<file path="src/edi_pkg.sv">
package edi_pkg;

  // ----------------------------------------------------------------
  // Register offsets (byte addresses)
  // ----------------------------------------------------------------
  localparam logic [7:0] OFF_EVENT_MASK = 8'h00;
  localparam logic [7:0] OFF_INPUT_MASK = 8'h04;
  localparam logic [7:0] OFF_HANDLE_SEL = 8'h08;
  localparam logic [7:0] OFF_QUEUE_LEVEL = 8'h0c;
  localparam logic [7:0] OFF_IRQ_STATUS = 8'h10;
  localparam logic [7:0] OFF_IRQ_MASK = 8'h14;

  // ----------------------------------------------------------------
  // Reset values and limits
  // ----------------------------------------------------------------
  localparam logic [15:0] EVENT_MASK_RST = 16'h0000;
  localparam logic [7:0] INPUT_MASK_RST = 8'h00;
  localparam logic [7:0] HANDLE_OFF = 8'hff;
  localparam logic [7:0] HANDLE_COUNT = 8'h06;
  localparam logic [2:0] IRQ_MASK_RST = 3'h0;

  // ----------------------------------------------------------------
  // Event mask bit positions and status byte codes
  // ----------------------------------------------------------------
  localparam int BIT_AXIS = 0;
  localparam int BIT_ALL = 8;
  localparam int BIT_POSERR = 9;
  localparam int BIT_LIMIT = 10;
  localparam int BIT_PROG = 13;
  localparam int BIT_INPUT = 15;
  localparam logic [7:0] CODE_AXIS = 8'hd0;
  localparam logic [7:0] CODE_ALL = 8'hd8;
  localparam logic [7:0] CODE_POSERR = 8'hc8;
  localparam logic [7:0] CODE_LIMIT = 8'hc0;
  localparam logic [7:0] CODE_PROG = 8'hdb;
  localparam logic [7:0] CODE_INPUT_BASE = 8'he0;
  localparam int NUM_INPUTS = 8;
  localparam int NUM_MOTION_SRC = 5;
  localparam int NUM_SRC = NUM_MOTION_SRC + NUM_INPUTS;

  // ----------------------------------------------------------------
  // Packet framing
  // ----------------------------------------------------------------
  localparam logic [7:0] PKT_HEADER = 8'h01;
  localparam logic [7:0] PKT_OVERHEAD = 8'h02;
  localparam int PKT_MAX_STATUS = 16;

  // ----------------------------------------------------------------
  // Interrupt status bits
  // ----------------------------------------------------------------
  localparam int IRQ_SENT = 0;
  localparam int IRQ_HANDLE_ERR = 1;
  localparam int IRQ_BACKLOG = 2;
  localparam int IRQ_WIDTH = 3;

  typedef struct packed {
    logic [7:0] data;
    logic last;
  } edi_byte_t;

  typedef struct packed {
    logic axis_done;
    logic all_done;
    logic pos_err;
    logic prog_stopped;
    logic profiling;
    logic dir_fwd;
  } edi_motion_t;

  typedef enum {PKT_IDLE, PKT_HEAD, PKT_BODY, PKT_FOOT} edi_pkt_state_t;

endpackage : edi_pkg

</file>
<file path="src/edi_dispatcher.sv">
`timescale 1ns/10ps
module edi_dispatcher import edi_pkg::*; #(
  parameter int QUEUE_DEPTH = 16
) (
  // Clock and reset
  input wire logic clk_in,
  input wire logic rst_in,
  // APB slave
  input wire logic psel_in,
  input wire logic penable_in,
  input wire logic pwrite_in,
  input wire logic [7:0] paddr_in,
  input wire logic [31:0] pwdata_in,
  output logic pready_out,
  output logic pslverr_out,
  output logic [31:0] prdata_out,
  // Motion conditions, same clock
  input wire edi_motion_t motion_in,
  // Pins: inputs and limit switches, active low
  input wire logic [NUM_INPUTS-1:0] din_n_in,
  input wire logic limit_fwd_n_in,
  input wire logic limit_rev_n_in,
  // Network handle state
  input wire logic [5:0] handle_udp_in,
  input wire logic [5:0] handle_init_in,
  // Packet byte stream
  input wire logic tx_ready_in,
  output logic tx_valid_out,
  output edi_byte_t tx_out,
  output logic [2:0] tx_handle_out,
  // Interrupt
  output logic irq_out
);

  localparam int NPIN = NUM_INPUTS + 2;

  logic [15:0] event_mask;
  logic [7:0] input_trigger_mask;
  logic [7:0] net_handle_select;
  logic [IRQ_WIDTH-1:0] irq_status;
  logic [IRQ_WIDTH-1:0] irq_mask;
  logic [NPIN-1:0] pin_s1, pin_s2, pin_s3, pin_level, pin_raw;
  logic [NUM_SRC-1:0] cond, cond_prev, arm, occur, pending, take;
  logic [7:0] push_code;
  logic push, pop, q_full, q_empty, handle_ok, handle_err, sent;
  logic [$clog2(QUEUE_DEPTH):0] q_level;
  logic [7:0] q_head;
  logic wr_en, rd_setup, mask_wr, flush, addr_ok, handle_wr_ok;
  logic [IRQ_WIDTH-1:0] irq_event;

  // ----------------------------------------------------------------
  // APB decode
  // ----------------------------------------------------------------
  assign pready_out = 1'b1;
  assign wr_en = psel_in && penable_in && pwrite_in;
  assign rd_setup = psel_in && !penable_in && !pwrite_in;
  assign mask_wr = wr_en && paddr_in == OFF_EVENT_MASK;
  assign flush = mask_wr && pwdata_in[15:0] == 16'h0000;
  assign handle_wr_ok = pwdata_in[7:0] == HANDLE_OFF || pwdata_in[7:0] < HANDLE_COUNT;

  always_comb begin
    unique case (paddr_in)
      OFF_EVENT_MASK, OFF_INPUT_MASK, OFF_QUEUE_LEVEL, OFF_IRQ_STATUS, OFF_IRQ_MASK: addr_ok = 1'b1;
      OFF_HANDLE_SEL: addr_ok = !pwrite_in || handle_wr_ok;
      default: addr_ok = 1'b0;
    endcase
  end

  assign pslverr_out = psel_in && penable_in && !addr_ok;

  // Read data is captured in the setup cycle so it leaves a flop
  always_ff @(posedge clk_in or posedge rst_in) begin
    if (rst_in) begin
      prdata_out <= '0;
    end else if (rd_setup) begin
      unique case (paddr_in)
        OFF_EVENT_MASK: prdata_out <= {16'h0000, event_mask};
        OFF_INPUT_MASK: prdata_out <= {24'h000000, input_trigger_mask};
        OFF_HANDLE_SEL: prdata_out <= {24'h000000, net_handle_select};
        OFF_QUEUE_LEVEL: prdata_out <= 32'(q_level);
        OFF_IRQ_STATUS: prdata_out <= 32'(irq_status);
        OFF_IRQ_MASK: prdata_out <= 32'(irq_mask);
        default: prdata_out <= '0;
      endcase
    end
  end

  // ----------------------------------------------------------------
  // Arming registers
  // ----------------------------------------------------------------
  always_ff @(posedge clk_in or posedge rst_in) begin
    if (rst_in) begin
      event_mask <= EVENT_MASK_RST;
    end else if (mask_wr) begin
      event_mask <= pwdata_in[15:0];
    end else begin
      event_mask[BIT_POSERR] <= event_mask[BIT_POSERR] && !occur[2];
      event_mask[BIT_LIMIT] <= event_mask[BIT_LIMIT] && !occur[3];
      event_mask[BIT_INPUT] <= event_mask[BIT_INPUT] && !(|occur[NUM_SRC-1:NUM_MOTION_SRC]);
    end
  end

  always_ff @(posedge clk_in or posedge rst_in) begin
    if (rst_in) begin
      input_trigger_mask <= INPUT_MASK_RST;
      net_handle_select <= HANDLE_OFF;
      irq_mask <= IRQ_MASK_RST;
    end else if (wr_en) begin
      if (paddr_in == OFF_INPUT_MASK) begin
        input_trigger_mask <= pwdata_in[7:0];
      end
      if (paddr_in == OFF_HANDLE_SEL && handle_wr_ok) begin
        net_handle_select <= pwdata_in[7:0];
      end
      if (paddr_in == OFF_IRQ_MASK) begin
        irq_mask <= pwdata_in[IRQ_WIDTH-1:0];
      end
    end
  end

  // ----------------------------------------------------------------
  // Pin synchronisers
  // ----------------------------------------------------------------
  assign pin_raw = {limit_rev_n_in, limit_fwd_n_in, din_n_in};
  for (genvar i = 0; i < NPIN; i++) begin : g_pin
    always_ff @(posedge clk_in or posedge rst_in) begin
      if (rst_in) begin
        pin_s1[i] <= 1'b1;
        pin_s2[i] <= 1'b1;
        pin_s3[i] <= 1'b1;
        pin_level[i] <= 1'b1;
      end else begin
        pin_s1[i] <= pin_raw[i];
        pin_s2[i] <= pin_s1[i];
        pin_s3[i] <= pin_s2[i];
        if (pin_s2[i] == pin_s3[i]) begin
          pin_level[i] <= pin_s3[i];
        end
      end
    end
  end

  // ----------------------------------------------------------------
  // Conditions and arming
  // ----------------------------------------------------------------
  assign cond[0] = motion_in.axis_done;
  assign cond[1] = motion_in.all_done;
  assign cond[2] = motion_in.pos_err;
  assign cond[3] = motion_in.profiling && ((!pin_level[NUM_INPUTS] && motion_in.dir_fwd)
                   || (!pin_level[NUM_INPUTS+1] && !motion_in.dir_fwd));
  assign cond[4] = motion_in.prog_stopped;
  assign arm[0] = event_mask[BIT_AXIS];
  assign arm[1] = event_mask[BIT_ALL];
  assign arm[2] = event_mask[BIT_POSERR];
  assign arm[3] = event_mask[BIT_LIMIT];
  assign arm[4] = event_mask[BIT_PROG];

  for (genvar k = 0; k < NUM_INPUTS; k++) begin : g_in
    assign cond[NUM_MOTION_SRC+k] = !pin_level[k];
    assign arm[NUM_MOTION_SRC+k] = event_mask[BIT_INPUT] && input_trigger_mask[k];
  end

  // Only a new occurrence counts; an event mask write re-arms so a standing level fires
  assign occur = cond & ~cond_prev & arm;

  always_ff @(posedge clk_in or posedge rst_in) begin
    if (rst_in) begin
      cond_prev <= '0;
    end else if (mask_wr) begin
      cond_prev <= '0;
    end else begin
      cond_prev <= cond;
    end
  end

  // ----------------------------------------------------------------
  // Pending sources, drained lowest index first
  // ----------------------------------------------------------------
  function automatic logic [7:0] code_of(input int idx);
    logic [7:0] code;
    code = CODE_INPUT_BASE + 8'(idx - NUM_MOTION_SRC + 1);
    if (idx == 0) code = CODE_AXIS;
    if (idx == 1) code = CODE_ALL;
    if (idx == 2) code = CODE_POSERR;
    if (idx == 3) code = CODE_LIMIT;
    if (idx == 4) code = CODE_PROG;
    return code;
  endfunction : code_of

  always_comb begin
    take = '0;
    push_code = '0;
    for (int i = NUM_SRC - 1; i >= 0; i--) begin
      if (pending[i]) begin
        take = NUM_SRC'(1) << i;
        push_code = code_of(i);
      end
    end
  end

  // A full queue stalls here; pending keeps one occurrence per source while it drains
  assign push = |pending && !q_full;

  // New occurrence wins over the take in the same cycle
  always_ff @(posedge clk_in or posedge rst_in) begin
    if (rst_in) begin
      pending <= '0;
    end else if (flush) begin
      pending <= '0;
    end else begin
      pending <= (pending & ~(push ? take : '0)) | occur;
    end
  end

  edi_queue #(
    .WIDTH(8),
    .DEPTH(QUEUE_DEPTH)
  ) u_queue (
    .clk_in(clk_in),
    .rst_in(rst_in),
    .push_in(push),
    .push_data_in(push_code),
    .flush_in(flush),
    .pop_in(pop),
    .head_out(q_head),
    .count_out(q_level),
    .full_out(q_full),
    .empty_out(q_empty)
  );

  // ----------------------------------------------------------------
  // Handle check and dispatch
  // ----------------------------------------------------------------
  assign handle_ok = net_handle_select < HANDLE_COUNT
                     && handle_udp_in[net_handle_select[2:0]]
                     && handle_init_in[net_handle_select[2:0]];
  assign handle_err = net_handle_select < HANDLE_COUNT && !handle_ok && !q_empty;
  assign tx_handle_out = net_handle_select[2:0];

  edi_packetizer u_pkt (
    .clk_in(clk_in),
    .rst_in(rst_in),
    .level_in(5'(q_level)),
    .head_in(q_head),
    .send_ok_in(handle_ok),
    .abort_in(flush),
    .pop_out(pop),
    .tx_ready_in(tx_ready_in),
    .tx_valid_out(tx_valid_out),
    .tx_out(tx_out),
    .sent_out(sent)
  );

  // ----------------------------------------------------------------
  // Interrupt status
  // ----------------------------------------------------------------
  assign irq_event[IRQ_SENT] = sent;
  assign irq_event[IRQ_HANDLE_ERR] = handle_err;
  assign irq_event[IRQ_BACKLOG] = q_full && |pending;

  always_ff @(posedge clk_in or posedge rst_in) begin
    if (rst_in) begin
      irq_status <= '0;
    end else if (wr_en && paddr_in == OFF_IRQ_STATUS) begin
      irq_status <= (irq_status & ~pwdata_in[IRQ_WIDTH-1:0]) | irq_event;
    end else begin
      irq_status <= irq_status | irq_event;
    end
  end

  assign irq_out = |(irq_status & irq_mask);
endmodule : edi_dispatcher

</file>
<file path="src/edi_queue.sv">
`timescale 1ns/10ps
module edi_queue import edi_pkg::*; #(
  parameter int WIDTH = 8,
  parameter int DEPTH = 16
) (
  // Clock and reset
  input wire logic clk_in,
  input wire logic rst_in,
  // Fill side
  input wire logic push_in,
  input wire logic [WIDTH-1:0] push_data_in,
  input wire logic flush_in,
  // Drain side
  input wire logic pop_in,
  output logic [WIDTH-1:0] head_out,
  output logic [$clog2(DEPTH):0] count_out,
  output logic full_out,
  output logic empty_out
);

  localparam int AW = $clog2(DEPTH);

  logic [WIDTH-1:0] mem [DEPTH];
  logic [AW-1:0] wr_ptr;
  logic [AW-1:0] rd_ptr;
  logic do_push;
  logic do_pop;

  assign full_out = count_out == (AW+1)'(DEPTH);
  assign empty_out = count_out == '0;
  assign do_push = push_in && !full_out;
  assign do_pop = pop_in && !empty_out;
  assign head_out = mem[rd_ptr];

  always_ff @(posedge clk_in) begin
    if (do_push) begin
      mem[wr_ptr] <= push_data_in;
    end
  end

  // Flush drops everything, including a push in the same cycle
  always_ff @(posedge clk_in or posedge rst_in) begin
    if (rst_in) begin
      wr_ptr <= '0;
      rd_ptr <= '0;
      count_out <= '0;
    end else if (flush_in) begin
      wr_ptr <= '0;
      rd_ptr <= '0;
      count_out <= '0;
    end else begin
      if (do_push) begin
        wr_ptr <= AW'((wr_ptr + 1'b1) % DEPTH);
      end
      if (do_pop) begin
        rd_ptr <= AW'((rd_ptr + 1'b1) % DEPTH);
      end
      count_out <= count_out + (AW+1)'(do_push) - (AW+1)'(do_pop);
    end
  end

endmodule : edi_queue

</file>
<file path="src/edi_packetizer.sv">
`timescale 1ns/10ps
module edi_packetizer import edi_pkg::*; (
  // Clock and reset
  input wire logic clk_in,
  input wire logic rst_in,
  // Queue side
  input wire logic [4:0] level_in,
  input wire logic [7:0] head_in,
  input wire logic send_ok_in,
  input wire logic abort_in,
  output logic pop_out,
  // Byte stream
  input wire logic tx_ready_in,
  output logic tx_valid_out,
  output edi_byte_t tx_out,
  output logic sent_out
);

  edi_pkt_state_t state;
  logic [4:0] remaining;
  logic [4:0] total;
  logic fire;

  assign tx_valid_out = state != PKT_IDLE;
  assign fire = tx_valid_out && tx_ready_in;
  assign pop_out = fire && (state == PKT_HEAD || state == PKT_BODY) && remaining != '0;
  assign sent_out = fire && state == PKT_FOOT;

  // Abort drops the frame mid-way; the sink must discard an unterminated one
  always_ff @(posedge clk_in or posedge rst_in) begin
    if (rst_in) begin
      state <= PKT_IDLE;
      remaining <= '0;
      total <= '0;
      tx_out <= '0;
    end else if (abort_in) begin
      state <= PKT_IDLE;
      remaining <= '0;
      tx_out <= '0;
    end else begin
      unique case (state)
        PKT_IDLE: begin
          if (send_ok_in && level_in != '0) begin
            total <= (level_in > 5'(PKT_MAX_STATUS)) ? 5'(PKT_MAX_STATUS) : level_in;
            remaining <= (level_in > 5'(PKT_MAX_STATUS)) ? 5'(PKT_MAX_STATUS) : level_in;
            tx_out <= '{data: PKT_HEADER, last: 1'b0};
            state <= PKT_HEAD;
          end
        end
        PKT_HEAD, PKT_BODY: begin
          if (fire && remaining != '0) begin
            tx_out <= '{data: head_in, last: 1'b0};
            remaining <= remaining - 5'h01;
            state <= PKT_BODY;
          end else if (fire) begin
            tx_out <= '{data: {3'h0, total} + PKT_OVERHEAD, last: 1'b1};
            state <= PKT_FOOT;
          end
        end
        PKT_FOOT: begin
          if (fire) begin
            tx_out <= '0;
            state <= PKT_IDLE;
          end
        end
      endcase
    end
  end

endmodule : edi_packetizer

</file>
<file path="config.mk">
export PLATFORM = sky130hd
export DESIGN_NAME = edi_dispatcher
export DESIGN_NICKNAME = d
export VERILOG_FILES = /design/src/edi_pkg.sv /design/src/edi_dispatcher.sv /design/src/edi_queue.sv /design/src/edi_packetizer.sv
export SDC_FILE = /design/constraint.sdc
export NUM_CORES = 1
export LEC_CHECK = 0
export ABC_AREA = 1
export BUFFER_PORTS_ARGS = -buffer_cell sky130_fd_sc_hd__buf_4
export CORE_ASPECT_RATIO = 1.5
export CORE_MARGIN = 4
export CORE_UTILIZATION = 45
export CTS_BUF_LIST = sky130_fd_sc_hd__clkbuf_4 sky130_fd_sc_hd__clkbuf_8
export DETAILED_ROUTE_END_ITERATION = 12
export GPL_ROUTABILITY_DRIVEN = 0
export PLACE_DENSITY = 0.67
export RECOVER_POWER = 100
export SETUP_SLACK_MARGIN = 0.15
export SLEW_MARGIN = 10
export SYNTH_ARGS = -nofsm -noshare
export SYNTH_HDL_FRONTEND = slang
export SYNTH_SLANG_ARGS = --single-unit
</file>
<file path="constraint.sdc">
create_clock -name clk_in -period 11.7 [get_ports clk_in]
set_clock_uncertainty 0.15 [all_clocks]
set_input_delay 1.755 -clock clk_in [delete_from_list [all_inputs] [get_ports clk_in]]
set_output_delay 1.755 -clock clk_in [all_outputs]
set_load 0.1 [all_outputs]
</file>
==> impl_metrics.json <==
{
  "dp_hpwl_um": 18090,
  "min_period_over_period_pct": 60.47,
  "startpoint_type": "primary input",
  "postLayoutCellArea_um2": 13280,
  "fmaxAchievable_mhz": 141.3,
  "synthFlopType": "edfxtp_1",
  "synth_area_um2": 11790,
  "slowest_delay_ns": 1.95,
  "cp.required_ns": 11.96,
  "setup_tns_ns": 0,
  "vias": 8516,
  "hold_viol": 0,
  "wirelength_um": 26760,
  "cp_slowest_cell": "nor2_1",
  "drive_gt1_share_pct": 13.40,
  "hold_path_class": "flip-flop to flip-flop",
  "first_iter_violations": 530,
  "grt_antenna_before_repair": 0,
  "drt_pre_antenna_iters": 5,
  "worstPathCellList": "clkbuf_4 > nor2_1 > nand2_1 > nor2_1 > nand2_1 > nor2_1 > inv_1 > nand2_1 > nand2_1 > nor2_1 > a21oi_2",
  "status": "complete, but fails checks",
  "slew_headroom_pct": -103.8,
  "cts_buffer_depth": 3,
  "cts_tree": "built",
  "async_reset_ff_share_pct": 57.74,
  "floorplan.initialDensity_pct": 45.74,
  "drc": 0,
  "ant_nets": 0,
  "grt_first_pass_wirelength_um": 42930,
  "ys_warn_count": 0,
  "crit_type": "primary input to flip-flop",
  "core_um2": 25760,
  "crit_path_end_kind": "flip-flop",
  "cp.arrival_ns": 7.34,
  "port_buffers": 88,
  "yosysSeqAreaShare_pct": 61.54,
  "crit_fanout": 33,
  "clkTransAtPathRegs_ns": 0.06,
  "die-area_um2": 28900,
  "grt_pass1_vias": 8320,
  "cts_sinks": 265,
  "insertion_delay_ns": 0.55,
  "grt-ovfl-total": 0,
  "htreeDepth": 2,
  "post_cts_buffers": 0,
  "grt_util_all_layers_pct": 18.67,
  "hold_slack_ns": 0.2019,
  "ys_types": 47,
  "nNetsFinal": 1419,
  "die_w_um": 140.1,
  "routed_via_density": 5.036,
  "cts_resized": 0,
  "place_area_um2": 12660,
  "power_density_nw_per_um2": 232.2,
  "syn_to_final_growth_pct": 12.68,
  "synth-seq-cells": 265,
  "fp.dieH_um": 206.2,
  "synth_edf_count": 112,
  "antennaDiodeCount": 0,
  "failed_checks": "capacitance limit, slew limit",
  "p_total_mw": 3.084,
  "worst_slew_pin_slew_ns": 3.040,
  "root_buffer": "clkbuf_8",
  "io_pins": 122,
  "cts_buffers": 39,
  "wl_per_cell_um": 15.82,
  "syn_inst": 1234,
  "rsz0062_at_grt": "no",
  "maxCapViolCount": 3,
  "maxSlewViolCount": 121,
  "avgSynthCellArea_um2": 9.550,
  "setup_violations": 0,
  "min_period_ns": 7.075,
  "cts_hold_buf": 0,
  "rows": 72,
  "grt_max_degree": 86,
  "p_leak_nw": 5.909,
  "vdd_ir_drop_max_uv": 107.0
}
## power breakdown
part	internal, mW	switching, mW	total (mW)
clock network	0.438	0.339	0.777
logic	0.287	0.781	1.07
registers	1.16	0.0762	1.24
## registers in the layout (all words and copies together) (netlist names), 3 cells and up
signal / flops
pending: 13
irq_mask: 3
cond_prev: 13
u_queue.mem: 112
net_handle_select: 8
input_trigger_mask: 8
pin_s2: 10
u_queue.wr_ptr: 4
u_pkt.total: 5
event_mask: 16
pin_s3: 10
u_queue.rd_ptr: 4
u_pkt.tx_out: 8
pin_s1: 10
prdata_out: 16
pin_level: 10
u_pkt.remaining: 5
irq_status: 3
u_queue.count_out: 5
## synthesized netlist by cell type (9+ instances only)
master	n	area [µm²]
nand2_1	360	1351
nand3_1	100	500.5
edfxtp_1	112	3363
inv_1	94	352.8
clkbuf_1	23	86.33
buf_2	9	45.04
maj3_1	10	100.1
a21oi_1	34	170.2
buf_4	21	157.7
o21ai_0	81	405.4
ha_1	17	212.7
nor3_1	12	60.06
dfstp_2	48	1261
nand4_1	11	68.82
nor2_1	127	476.7
dfrtp_1	105	2628
## layout make-up
class | count | area, µm²
Clock buffer | 69 | 818.3
Clock inverter | 3 | 20.02
Fill cell | 2453 | 12490
Inverter | 100 | 376.6
Multi-Input combinational cell | 827 | 3817
Sequential cell | 265 | 7252
Tap cell | 333 | 416.7
Timing Repair Buffer | 94 | 578.1
## routing by layer
metal	global-route usage (%)	vias to the layer above	share of wire, %
li1	-	4202	-
met1	21.58	4008	39
met2	33.83	243	52
met3	2.986	63	5.0
met4	8.760	0	4.3
met5	0	-	0
## stage by stage
stage | util [%] | setup slack (ns) | instances
6_report | 51.54 | 4.625 | 1691
5_1_grt | 51.54 | 4.033 | 1691
4_1_cts | 52.40 | 6.899 | 1691
3_5_place_dp | 49.15 | 6.912 | 1619
3_3_place_gp | 49.15 | 6.919 | 1619
2_1_floorplan | - | 5.753 | 1249
## critical path: cells and delay by family
family          cells  cell delay [ns]
simple gates        8             4.78
buf+inv             2             0.74
compound gates      1             0.04
## logic make-up after synthesis
| logic type | after synthesis | synth area share [%] |
|---|---|---|
| buffers and inverters | 157 | 5.829 |
| flip-flops | 265 | 61.54 |
| AO/OA/AOI/OAI | 140 | 6.508 |
| AND/OR/NAND/NOR | 636 | 22.79 |
| adder cells (fa/ha/maj) | 28 | 2.824 |
| other | 2 | 0.06372 |
| XOR/XNOR | 6 | 0.4459 |
## worst paths after layout
| kind | startpoint | endpoint | slack, ns | cells past startpoint |
|---|---|---|---|---|
| setup / recovery | paddr_in[7] | u_pkt.state[0] | 4.63 | 11 |
| hold / removal | pin_s1[4] | pin_s2[4] | 0.20 | 0 |
| setup reg to reg | pending[6] | u_queue.count_out[4] | 7.96 | 13 |
| hold reg to reg | pin_s1[4] | pin_s2[4] | 0.20 | 0 |
| max in group asynchronous | rst_in | cond_prev[5] | 7.42 | 3 |
| min in group asynchronous | rst_in | prdata_out[12] | 1.95 | 2 |
## placed cells by master, fill, tap and decap left out, drive strengths merged, types with 35 or more instances in the layout
cell / instances
nor2: 135
o21ai: 87
dfrtp: 105
buf: 46
inv: 99
clkbuf: 117
nand3: 104
edfxtp: 112
nand2: 368
dfstp: 48
a21oi: 35
(Power assumes the default switching activity.)
